[src/sxe_regs.vh]
`ifndef SXE_REGS_VH
`define SXE_REGS_VH

// AXI4-Lite register byte offsets
`define SXE_OFF_INSTR      8'h00
`define SXE_OFF_ACCUM      8'h04
`define SXE_OFF_STATUS     8'h08
`define SXE_OFF_BANKSEL    8'h0c
`define SXE_OFF_CTRL       8'h10
`define SXE_OFF_ADDR       8'h14
`define SXE_OFF_FILEDATA   8'h18

// Opcode fields of the 16-bit instruction word
`define SXE_OP_SUB_FILE      6'h17
`define SXE_OP_SUB_FILE_BRW  6'h16
`define SXE_OP_SUB_ACCUM_BRW 6'h15
`define SXE_OP_SUB_LIT       8'h08
`define SXE_BIT_D          9
`define SXE_BIT_A          8

// Status bit positions
`define SXE_ST_C           0
`define SXE_ST_DC          1
`define SXE_ST_Z           2
`define SXE_ST_OV          3
`define SXE_ST_N           4

// Control register bit positions
`define SXE_CTRL_EXT       0

// Indexed literal offset limit and access bank split
`define SXE_ILO_LIMIT      8'h5f
`define SXE_ACCESS_SPLIT   8'h60
`define SXE_ACCESS_HI_BANK 4'hf

// Reset values
`define SXE_RST_ACCUM      8'h00
`define SXE_RST_STATUS     5'h00
`define SXE_RST_BANKSEL    4'h0
`define SXE_RST_CTRL       1'b0

`endif

[src/sxe_alu.v]
`timescale 1ns/10ps
`include "sxe_regs.vh"

// Subtractor: a - b - borrow, with status flags
module sxe_alu (
  // Operands
  input  wire [7:0] op_a,
  input  wire [7:0] op_b,
  input  wire       borrow_in,
  // Results
  output wire [7:0] diff,
  output wire       carry,
  output wire       dcarry,
  output wire       zero,
  output wire       ovf,
  output wire       neg
);
  wire [8:0] full;
  wire [4:0] low;

  // Two's complement: a + ~b + ~borrow; carry set means no borrow
  assign full   = {1'b0, op_a} + {1'b0, ~op_b} + {8'h00, ~borrow_in};
  assign low    = {1'b0, op_a[3:0]} + {1'b0, ~op_b[3:0]} + {4'h0, ~borrow_in};
  assign diff   = full[7:0];
  assign carry  = full[8];
  assign dcarry = low[4];
  assign zero   = (full[7:0] == 8'h00);
  assign ovf    = (op_a[7] != op_b[7]) && (full[7] != op_a[7]);
  assign neg    = full[7];
endmodule // sxe_alu

[src/sxe_core.v]
// The register offsets and the AXI4-Lite slave port were chosen for this implementation.
`timescale 1ns/10ps
`include "sxe_regs.vh"

module sxe_core (
  // Clock and reset
  input  wire        aclk,
  input  wire        aresetn,
  // AXI4-Lite write address
  input  wire [7:0]  s_axi_awaddr,
  input  wire        s_axi_awvalid,
  output wire        s_axi_awready,
  // AXI4-Lite write data
  input  wire [31:0] s_axi_wdata,
  input  wire [3:0]  s_axi_wstrb,
  input  wire        s_axi_wvalid,
  output wire        s_axi_wready,
  // AXI4-Lite write response
  output reg  [1:0]  s_axi_bresp,
  output reg         s_axi_bvalid,
  input  wire        s_axi_bready,
  // AXI4-Lite read address
  input  wire [7:0]  s_axi_araddr,
  input  wire        s_axi_arvalid,
  output wire        s_axi_arready,
  // AXI4-Lite read data
  output reg  [31:0] s_axi_rdata,
  output reg  [1:0]  s_axi_rresp,
  output reg         s_axi_rvalid,
  input  wire        s_axi_rready,
  // File register port
  output reg  [11:0] file_addr,
  output reg         file_ilo,
  output reg  [7:0]  file_wdata,
  output reg         file_we,
  input  wire [7:0]  file_rdata
);
  reg  [7:0]  accum_r;
  reg  [4:0]  status_r;
  reg  [3:0]  banksel_r;
  reg         ctrl_ext_r;
  reg  [15:0] instr_r;
  reg  [7:0]  fdata_r;
  reg         aw_got_r;
  reg         w_got_r;
  reg  [7:0]  aw_addr_r;
  reg  [31:0] w_data_r;
  reg  [3:0]  w_strb_r;
  reg         exec_r;

  wire       wr_go;
  wire       is_wf;
  wire       is_wfb;
  wire       is_fwb;
  wire       is_lw;
  wire       legal;
  wire       d_bit;
  wire       a_bit;
  wire [7:0] fadr;
  reg  [7:0] op_a;
  reg  [7:0] op_b;
  reg        bin;
  wire [7:0] diff;
  wire       c_o;
  wire       dc_o;
  wire       z_o;
  wire       ov_o;
  wire       n_o;

  // Write channels held until both seen; response slot must be free
  assign s_axi_awready = !aw_got_r && !s_axi_bvalid;
  assign s_axi_wready  = !w_got_r && !s_axi_bvalid;
  assign wr_go         = aw_got_r && w_got_r && !s_axi_bvalid;
  assign s_axi_arready = !s_axi_rvalid;

  // Instruction decode
  assign is_wf  = (instr_r[15:10] == `SXE_OP_SUB_FILE);
  assign is_wfb = (instr_r[15:10] == `SXE_OP_SUB_FILE_BRW);
  assign is_fwb = (instr_r[15:10] == `SXE_OP_SUB_ACCUM_BRW);
  assign is_lw  = (instr_r[15:8] == `SXE_OP_SUB_LIT);
  assign legal  = is_wf || is_wfb || is_fwb || is_lw;
  assign d_bit  = instr_r[`SXE_BIT_D];
  assign a_bit  = instr_r[`SXE_BIT_A];
  assign fadr   = instr_r[7:0];

  // Operand select; file data taken live so the new address is used
  always @* begin
    op_a = file_rdata;
    op_b = accum_r;
    bin  = 1'b0;
    if (is_lw) begin
      op_a = instr_r[7:0];
    end else if (is_fwb) begin
      op_a = accum_r;
      op_b = file_rdata;
      bin  = ~status_r[`SXE_ST_C];
    end else if (is_wfb) begin
      bin  = ~status_r[`SXE_ST_C];
    end
  end

  sxe_alu u_alu (
    .op_a      (op_a),
    .op_b      (op_b),
    .borrow_in (bin),
    .diff      (diff),
    .carry     (c_o),
    .dcarry    (dc_o),
    .zero      (z_o),
    .ovf       (ov_o),
    .neg       (n_o)
  );

  // Operand address: access bank, selected bank, or indexed offset
  always @* begin
    file_ilo = 1'b0;
    if (!a_bit) begin
      if (fadr < `SXE_ACCESS_SPLIT)
        file_addr = {4'h0, fadr};
      else
        file_addr = {`SXE_ACCESS_HI_BANK, fadr};
      file_ilo = ctrl_ext_r && (fadr <= `SXE_ILO_LIMIT);
    end else begin
      file_addr = {banksel_r, fadr};
    end
  end

  // Register bus, execution and write-back
  always @(posedge aclk) begin
    if (!aresetn) begin
      accum_r      <= `SXE_RST_ACCUM;
      status_r     <= `SXE_RST_STATUS;
      banksel_r    <= `SXE_RST_BANKSEL;
      ctrl_ext_r   <= `SXE_RST_CTRL;
      instr_r      <= 16'h0000;
      fdata_r      <= 8'h00;
      aw_got_r     <= 1'b0;
      w_got_r      <= 1'b0;
      aw_addr_r    <= 8'h00;
      w_data_r     <= 32'h00000000;
      w_strb_r     <= 4'h0;
      exec_r       <= 1'b0;
      s_axi_bvalid <= 1'b0;
      s_axi_bresp  <= 2'b00;
      s_axi_rvalid <= 1'b0;
      s_axi_rresp  <= 2'b00;
      s_axi_rdata  <= 32'h00000000;
      file_we      <= 1'b0;
      file_wdata   <= 8'h00;
    end else begin
      file_we <= 1'b0;
      exec_r  <= 1'b0;
      if (s_axi_awvalid && s_axi_awready) begin
        aw_got_r  <= 1'b1;
        aw_addr_r <= s_axi_awaddr;
      end
      if (s_axi_wvalid && s_axi_wready) begin
        w_got_r  <= 1'b1;
        w_data_r <= s_axi_wdata;
        w_strb_r <= s_axi_wstrb;
      end
      if (s_axi_bvalid && s_axi_bready)
        s_axi_bvalid <= 1'b0;
      // Registers take only the low byte lane or two
      if (wr_go) begin
        aw_got_r     <= 1'b0;
        w_got_r      <= 1'b0;
        s_axi_bvalid <= 1'b1;
        s_axi_bresp  <= 2'b00;
        case (aw_addr_r)
          `SXE_OFF_INSTR: begin
            if (w_strb_r[0]) instr_r[7:0]  <= w_data_r[7:0];
            if (w_strb_r[1]) instr_r[15:8] <= w_data_r[15:8];
            exec_r <= 1'b1;                          // Writing starts one execution
          end
          `SXE_OFF_ACCUM:    if (w_strb_r[0]) accum_r <= w_data_r[7:0];
          `SXE_OFF_STATUS:   if (w_strb_r[0]) status_r <= w_data_r[4:0];
          `SXE_OFF_BANKSEL:  if (w_strb_r[0]) banksel_r <= w_data_r[3:0];
          `SXE_OFF_CTRL:     if (w_strb_r[0]) ctrl_ext_r <= w_data_r[`SXE_CTRL_EXT];
          default:           s_axi_bresp <= 2'b10;
        endcase
      end
      // Execute: file operand read combinationally at the decoded address
      if (exec_r && legal) begin
        status_r[`SXE_ST_C]  <= c_o;
        status_r[`SXE_ST_DC] <= dc_o;
        status_r[`SXE_ST_Z]  <= z_o;
        status_r[`SXE_ST_OV] <= ov_o;
        status_r[`SXE_ST_N]  <= n_o;
        if (is_lw || !d_bit) begin
          accum_r <= diff;
        end else begin
          file_we    <= 1'b1;
          file_wdata <= diff;
        end
      end
      // Snapshot of the file port for software readback only
      fdata_r <= file_rdata;
      if (s_axi_rvalid && s_axi_rready)
        s_axi_rvalid <= 1'b0;
      if (s_axi_arvalid && s_axi_arready) begin
        s_axi_rvalid <= 1'b1;
        s_axi_rresp  <= 2'b00;
        case (s_axi_araddr)
          `SXE_OFF_INSTR:    s_axi_rdata <= {16'h0000, instr_r};
          `SXE_OFF_ACCUM:    s_axi_rdata <= {24'h000000, accum_r};
          `SXE_OFF_STATUS:   s_axi_rdata <= {27'h0000000, status_r};
          `SXE_OFF_BANKSEL:  s_axi_rdata <= {28'h0000000, banksel_r};
          `SXE_OFF_CTRL:     s_axi_rdata <= {31'h00000000, ctrl_ext_r};
          `SXE_OFF_ADDR:     s_axi_rdata <= {19'h00000, file_ilo, file_addr};
          `SXE_OFF_FILEDATA: s_axi_rdata <= {24'h000000, fdata_r};
          default: begin
            s_axi_rdata <= 32'h00000000;
            s_axi_rresp <= 2'b10;
          end
        endcase
      end
    end
  end
endmodule // sxe_core

[config.mk]
export PLATFORM = sky130hd
export DESIGN_NAME = sxe_core
export DESIGN_NICKNAME = d
export VERILOG_FILES = /design/src/sxe_alu.v /design/src/sxe_core.v
export VERILOG_INCLUDE_DIRS = /design/src
export SDC_FILE = /design/constraint.sdc
export NUM_CORES = 1
export LEC_CHECK = 0
export BUFFER_PORTS_ARGS = -buffer_cell sky130_fd_sc_hd__buf_2
export CORE_MARGIN = 3
export CORE_UTILIZATION = 25
export CTS_CLUSTER_SIZE = 30
export DETAILED_ROUTE_END_ITERATION = 8
export GPL_TIMING_DRIVEN = 0
export PLACE_DENSITY = 0.47
export SLEW_MARGIN = 20
export SYNTH_ARGS = -nofsm -noshare
export SYNTH_HDL_FRONTEND = slang
export SYNTH_SLANG_ARGS = --single-unit
export TNS_END_PERCENT = 50
[constraint.sdc]
create_clock -name aclk -period 4.3 [get_ports aclk]
set_input_delay 0.645 -clock aclk [delete_from_list [all_inputs] [get_ports aclk]]
set_output_delay 0.645 -clock aclk [all_outputs]
set_load 0.02 [all_outputs]
Word level (Yosys, flattened, before mapping)
Index checks and enable logic that the tools add are counted.

$lt $le $gt $ge: 2. Add/sub/neg operators: 4. Mux-type cells: 28. Reduce and logical (&&, ||, !) cells: 40. Equality and inequality tests: 16. Bitwise logic cells: 6.

Operator list (count): 16-bit one-hot mux with 7 select lines (1); 8-bit two-way mux (9); 8-bit by 4-bit equality test with 1-bit output, second input constant (5); 8-bit by 5-bit equality test with 1-bit output, second input constant (4); 8-bit zero test (3); 12-bit two-way mux (2); 5-bit two-way mux (4); 6-bit by 5-bit equality test with 1-bit output, second input constant (3); 8-bit by 3-bit equality test with 1-bit output, second input constant (2); 3-bit AND reduction (5); 1-bit logical AND (12); 1-bit two-way mux (10); 2-bit nonzero test (5); 8-bit by 8-bit adder with 9-bit output (1); 9-bit by 1-bit adder with 9-bit output (1); 8-bit by 7-bit less-or-equal comparator with 1-bit output, second input constant (1); 8-bit by 7-bit < comparator with 1-bit output, second input constant (1); 8-bit NOT (1); 7-bit OR reduction (1); 2-bit AND reduction (3); 4-bit by 4-bit adder with 5-bit output (1); 5-bit by 1-bit adder with 5-bit output (1); 1-bit zero test (5); 5-bit OR reduction (1); 6 further kinds (14).

Input port bits: 67. Logic and storage cells: 116. Flip-flop bits (word level): 118.

Depth between registers and ports, before layout
Depth after elaboration: 9. Gate-level depth with buffers: 14. Depth with buffers taken out: 13.

Hierarchy
From an unflattened synthesis, not the netlist that was laid out.

Cells, all modules: 592. Area total of the unflattened synthesis: 5116.2 um^2.

Modules (own cells, without submodules): sxe_core (area an instance 4636.9 um^2, cells each 525, instances 1); sxe_alu (area an instance 479.2 um^2, cells each 67, instances 1).

Least setup slack after synthesis
Ideal clock, no wire load.

Path type: reg-to-reg. From: register instr_r[8]. To: register status_r[2]. Data arrival time: 3.534 ns. Path slack: 0.682 ns. Cell stages (with the launch flop): 14. Setup time: 0.084 ns. Required time: 4.216 ns. Cell sequence: dfxtp_1 -> buf_6 -> or4_4 -> nor3_1 -> nor2_1 -> nand2_1 -> nand2_1 -> fa_1 -> inv_1 -> fa_1 -> inv_1 -> or4_1 -> or4_4 -> o31ai_2.

Word-level cells in the longest chain between the ends: 7. Elaborated cells between the ends (all ways): 16.

RTL lines: start: declaration (line sxe_core.v:42) `reg [15:0] instr_r;`; start signal: assignment (line sxe_core.v:173) `if (w_strb_r[1]) instr_r[15:8] <= w_data_r[15:8];`; 8-bit by 4-bit equality test with 1-bit output (no source line) *; 8-bit two-way mux (line sxe_core.v:91) `if (is_lw) begin`; 8-bit NOT (line sxe_alu.v:22) `assign full = {1'b0, op_a} + {1'b0, ~op_b} + {8'h00, ~borrow_in};`; 8-bit by 8-bit adder with 9-bit output (line sxe_alu.v:22); 9-bit by 1-bit adder with 9-bit output (line sxe_alu.v:22); 8-bit zero test (line sxe_alu.v:27) `assign zero = (full[7:0] == 8'h00);`; 5-bit two-way mux (line sxe_core.v:184) `if (exec_r && legal) begin`; end signal: indexed assignment (line sxe_core.v:185) `` status_r[`SXE_ST_C] <= c_o; ``; end signal: indexed assignment (line sxe_core.v:186) `` status_r[`SXE_ST_DC] <= dc_o; ``; end signal: indexed assignment (line sxe_core.v:187) `` status_r[`SXE_ST_Z] <= z_o; ``; end: declaration (line sxe_core.v:39) `reg [4:0] status_r;`.

Every way passes the cells marked *; elsewhere a longest branch is shown, timed or not. A chain may end at the register's enable or synchronous reset.

Final worst setup path
From: register instr_r[8]. To: register accum_r[7].

Word-level cells in the longest chain between the ends: 7. Elaborated cells between the ends (all ways): 13.

RTL lines: 8-bit by 4-bit equality test with 1-bit output (no source line) *; 8-bit two-way mux (line sxe_core.v:91); 8-bit NOT (line sxe_alu.v:22); 8-bit by 8-bit adder with 9-bit output (line sxe_alu.v:22); 9-bit by 1-bit adder with 9-bit output (line sxe_alu.v:22); 8-bit two-way mux (line sxe_core.v:190) `if (is_lw || !d_bit) begin`; 8-bit two-way mux * (line sxe_core.v:184); end signal: assignment (line sxe_core.v:131) `` accum_r <= `SXE_RST_ACCUM; ``; end signal: assignment (line sxe_core.v:176) `` `SXE_OFF_ACCUM: if (w_strb_r[0]) accum_r <= w_data_r[7:0]; ``; end signal: assignment (line sxe_core.v:191) `accum_r <= diff;`; end: declaration (line sxe_core.v:38) `reg [7:0] accum_r;`.

Marks and branches as above.

==> impl_results.md <==
- Outcome: completed
- Count of final hold-check violations: 0
- Syn. warnings: 0
- Worst setup EP type: register
- Period utilization: 93.2%
- CTS Buf Count: 9
- Die Y: 147 um
- P_leak: 2.75 nW
- #FFs+latches synth: 100
- Crit path buffers/inverters: 2
- Final Max Slew Viols: 0
- Setup violations, final: 0
- First-pass DRT Iterations: 4
- Via-to-Cell Ratio: 4.63
- Nets@finish: approximately 800
- DRT iter0 DRCs: 221
- Row count: 50
- DRC: 0
- Final core utilization: 32.0%
- Instance count of the mapped netlist: 585
- CP Data Arrival Time: 4260 ps
- Routability cong.: 0.832
- Setup Buffers After CTS: 0
- Initial Util: 26.0%
- VDD IR max: 0.181 mV
- Root buffer selected by CTS: clkbuf_16
- Initial antenna violation count: 0
- Core ar.: around 0.019 mm2
- Sequential share of the synthesized area: 40.2%
- CTS tree: built
- Max Cap Viol: 0
- Synth async-reset ratio: 0%
- RSZ-0062 raised after global routing: false
- Crit Path Class: register to register
- CP startpoint kind: register
- Setup_tns: 0 ps
- Die ar.: 0.0216 mm2
- Ys flop type: dfxtp_1
- Vias: 4477
- Routed WL: roughly 16000 um
- DP Wirelength: 12400 um
- Worst endpoint required time: approximately 4600 ps
- Area delta synth->final: 23.1%
- Pwr/cell area: 340 mW/mm2
- Reg clk slew, reported paths: ~70 ps
- GRT Util Overall: between 10% and 20%
- Port Buffers: 90
- Critical Path Max Stage Delay: 550 ps
- CTS resizes: 0
- Synthesized cell area: around 0.0050 mm2
- First-pass GRT wire length: 25100 um
- Number of fill cells: around 2.1k
- Clock skew: slightly below 4 ps
- Synth cell types: 56
- Largest area contributor in the netlist: dfxtp_1
- Mean post-synth cell area: 8.51 um2
- Slew HR: 37.4%
- Slowest-stage cell, CP: or4_4
- Vias in the first global route: 4396
- Fmax: approximately 250 MHz
- Worst path top cell family by delay: compound AO/OA/AOI/OAI gates
- I/O pin total: 130
- Post-DR wirelength/cell: between 15 and 20 um
- Antenna Nets Post-Route: 0
- Worst Hold Class: register to register
- Die W: 147 um
- GRT overflow: 0
- Max clock buf depth: 2
- Slew @ Worst Pin: 935 ps
- Fin crit period: 4010 ps
- Share of layout cells above drive strength 1: 20.6%
- CP max FO: 8
- Top post-synthesis cells by area: dfxtp_1 (40%), mux2i_1 (9.7%), nand2_1 (6.1%)
- Post-synth top area share: 40.2%
- Clk sink count: 100
- Hold-fix buffers, CTS: 0
- H-tree levels: 3
- CP cell instances: buf_6, or4_4, or3_4, and3_1, a221oi_1, inv_1, ha_1, a211oi_1, o21ai_0, a31oi_1, xnor2_1, o311a_1
- Clock Latency Late Sink: approximately 360 ps
- Antenna diode count: 0
- EDFF count, synth: 0
- Largest net degree at the start of global routing: 16
==> cells in the mapped netlist, types with 3 or more instances <==
master     count
nor3_1        13
ha_1           7
and3b_1        3
a31oi_1        3
nor2_1        67
nor2b_1        4
nand2b_1       6
a21o_1         3
a221oi_1       9
xor2_1         3
a211oi_1       5
dfxtp_1      100
nand4_1        7
mux2i_1       48
o21ai_0       22
buf_4         26
xnor2_1        3
clkbuf_1      27
or4_1          4
mux2_2         4
a22oi_1       11
a2bb2oi_1      3
and2_1        12
nand2_1       81
a21oi_1       42
o311a_1        8
a22o_1         9
inv_1         15
==> stage by stage <==
stage	instances	hold WS (ps)	total power [mW]	setup WS, ps	area, um2
CTS	968	452	2.10	18.5	6120
detailed placement	952	444	1.25	34.1	5820
global route	968	464	2.17	65.2	6130
finish	968	450	2.08	291	6130
global placement	952	442	1.25	55.6	5820
floorplan	602	436	1.16	682	5040
==> per-layer routing <==
| metal | wire [um] | global-route usage, % | vias to the layer above | share of wire [%] |
|---|---|---|---|---|
| met3 | 823 | 3.89 | 11 | 5.1 |
| met1 | 8050 | 20.7 | 2099 | 50 |
| met2 | 7050 | 22.7 | 110 | 44 |
| met5 | 0 | 0 | - | 0 |
| li1 | - | - | 2257 | - |
| met4 | 194 | 3.91 | 0 | 1.2 |
==> final cells by class <==
cell class | count | area (um2) | share of cell area [%]
plain buffers | 57 | 327 | 5.33
clock buffers | 13 | 260 | 4.25
clock inverters | 3 | 45.0 | 0.735
inverters | 15 | 56.3 | 0.919
multi-input cells | 430 | 2660 | 43.4
flip-flops and latches | 100 | 2000 | 32.7
well taps | 260 | 325 | 5.31
repair buffers | 90 | 450 | 7.35
==> kinds of logic after synthesis <==
group | share of synthesized area, %
adder cells (fa/ha/maj) | 2.56
AND/OR/NAND/NOR | 20.8
XOR/XNOR | 1.06
multiplexers | 10.6
buffers and inverters | 7.69
other | 0.0753
flip-flops | 40.2
AO/OA/AOI/OAI | 17.0
==> registers in the layout, indices dropped and copies added (netlist names) <==
name	cells
status_r	5
accum_r	8
ctrl_ext_r	1
banksel_r	4
s_axi_rdata	16
s_axi_rresp	1
exec_r	1
w_data_r	16
w_strb_r	2
fdata_r	8
s_axi_bvalid	1
file_wdata	8
file_we	1
aw_got_r	1
instr_r	16
w_got_r	1
aw_addr_r	8
s_axi_bresp	1
s_axi_rvalid	1
==> cell usage in the layout, fill, tap and decap left out, types with 4 or more instances in the layout <==
master / instances
a211oi_1: 5
a21oi_1: 42
a221oi_1: 9
a22o_1: 9
a22oi_1: 11
and2_1: 12
buf_2: 90
buf_4: 26
clkbuf_1: 29
clkbuf_16: 9
conb_1: 18
dfxtp_1: 100
ha_1: 7
inv_1: 15
mux2_2: 4
mux2i_1: 48
nand2_1: 81
nand2b_1: 6
nand4_1: 7
nor2_1: 67
nor2b_1: 4
nor3_1: 12
o21ai_0: 22
o311a_1: 8
or4_1: 4
==> worst reg2reg max path: cells and delay by family (launching register included) <==
family / cells / cell delay (ps)
compound gates: 5 / 1680
flops: 1 / 310
fa+ha+maj: 1 / 300
buf+inv: 2 / 220
simple gates: 3 / 1140
xor+xnor: 1 / 240
==> worst paths after layout <==
check / startpoint / endpoint / slack, ps / depth (start not counted)
max: instr_r[8] / accum_r[7] / 290 / 12
min: s_axi_rdata[14] / s_axi_rdata[14] / 450 / 2
max reg2reg: instr_r[8] / accum_r[7] / 290 / 12
min reg2reg: s_axi_rdata[14] / s_axi_rdata[14] / 450 / 2
==> where the power goes <==
part	internal [mW]	leakage [nW]	total (mW)	switching, mW
clock	0.484	0.142	0.857	0.373
sequential	0.956	0.814	0.983	0.0270
combinational	0.0873	1.80	0.242	0.155
total	1.53	2.75	2.08	0.554
(Power assumes the default switching activity.)
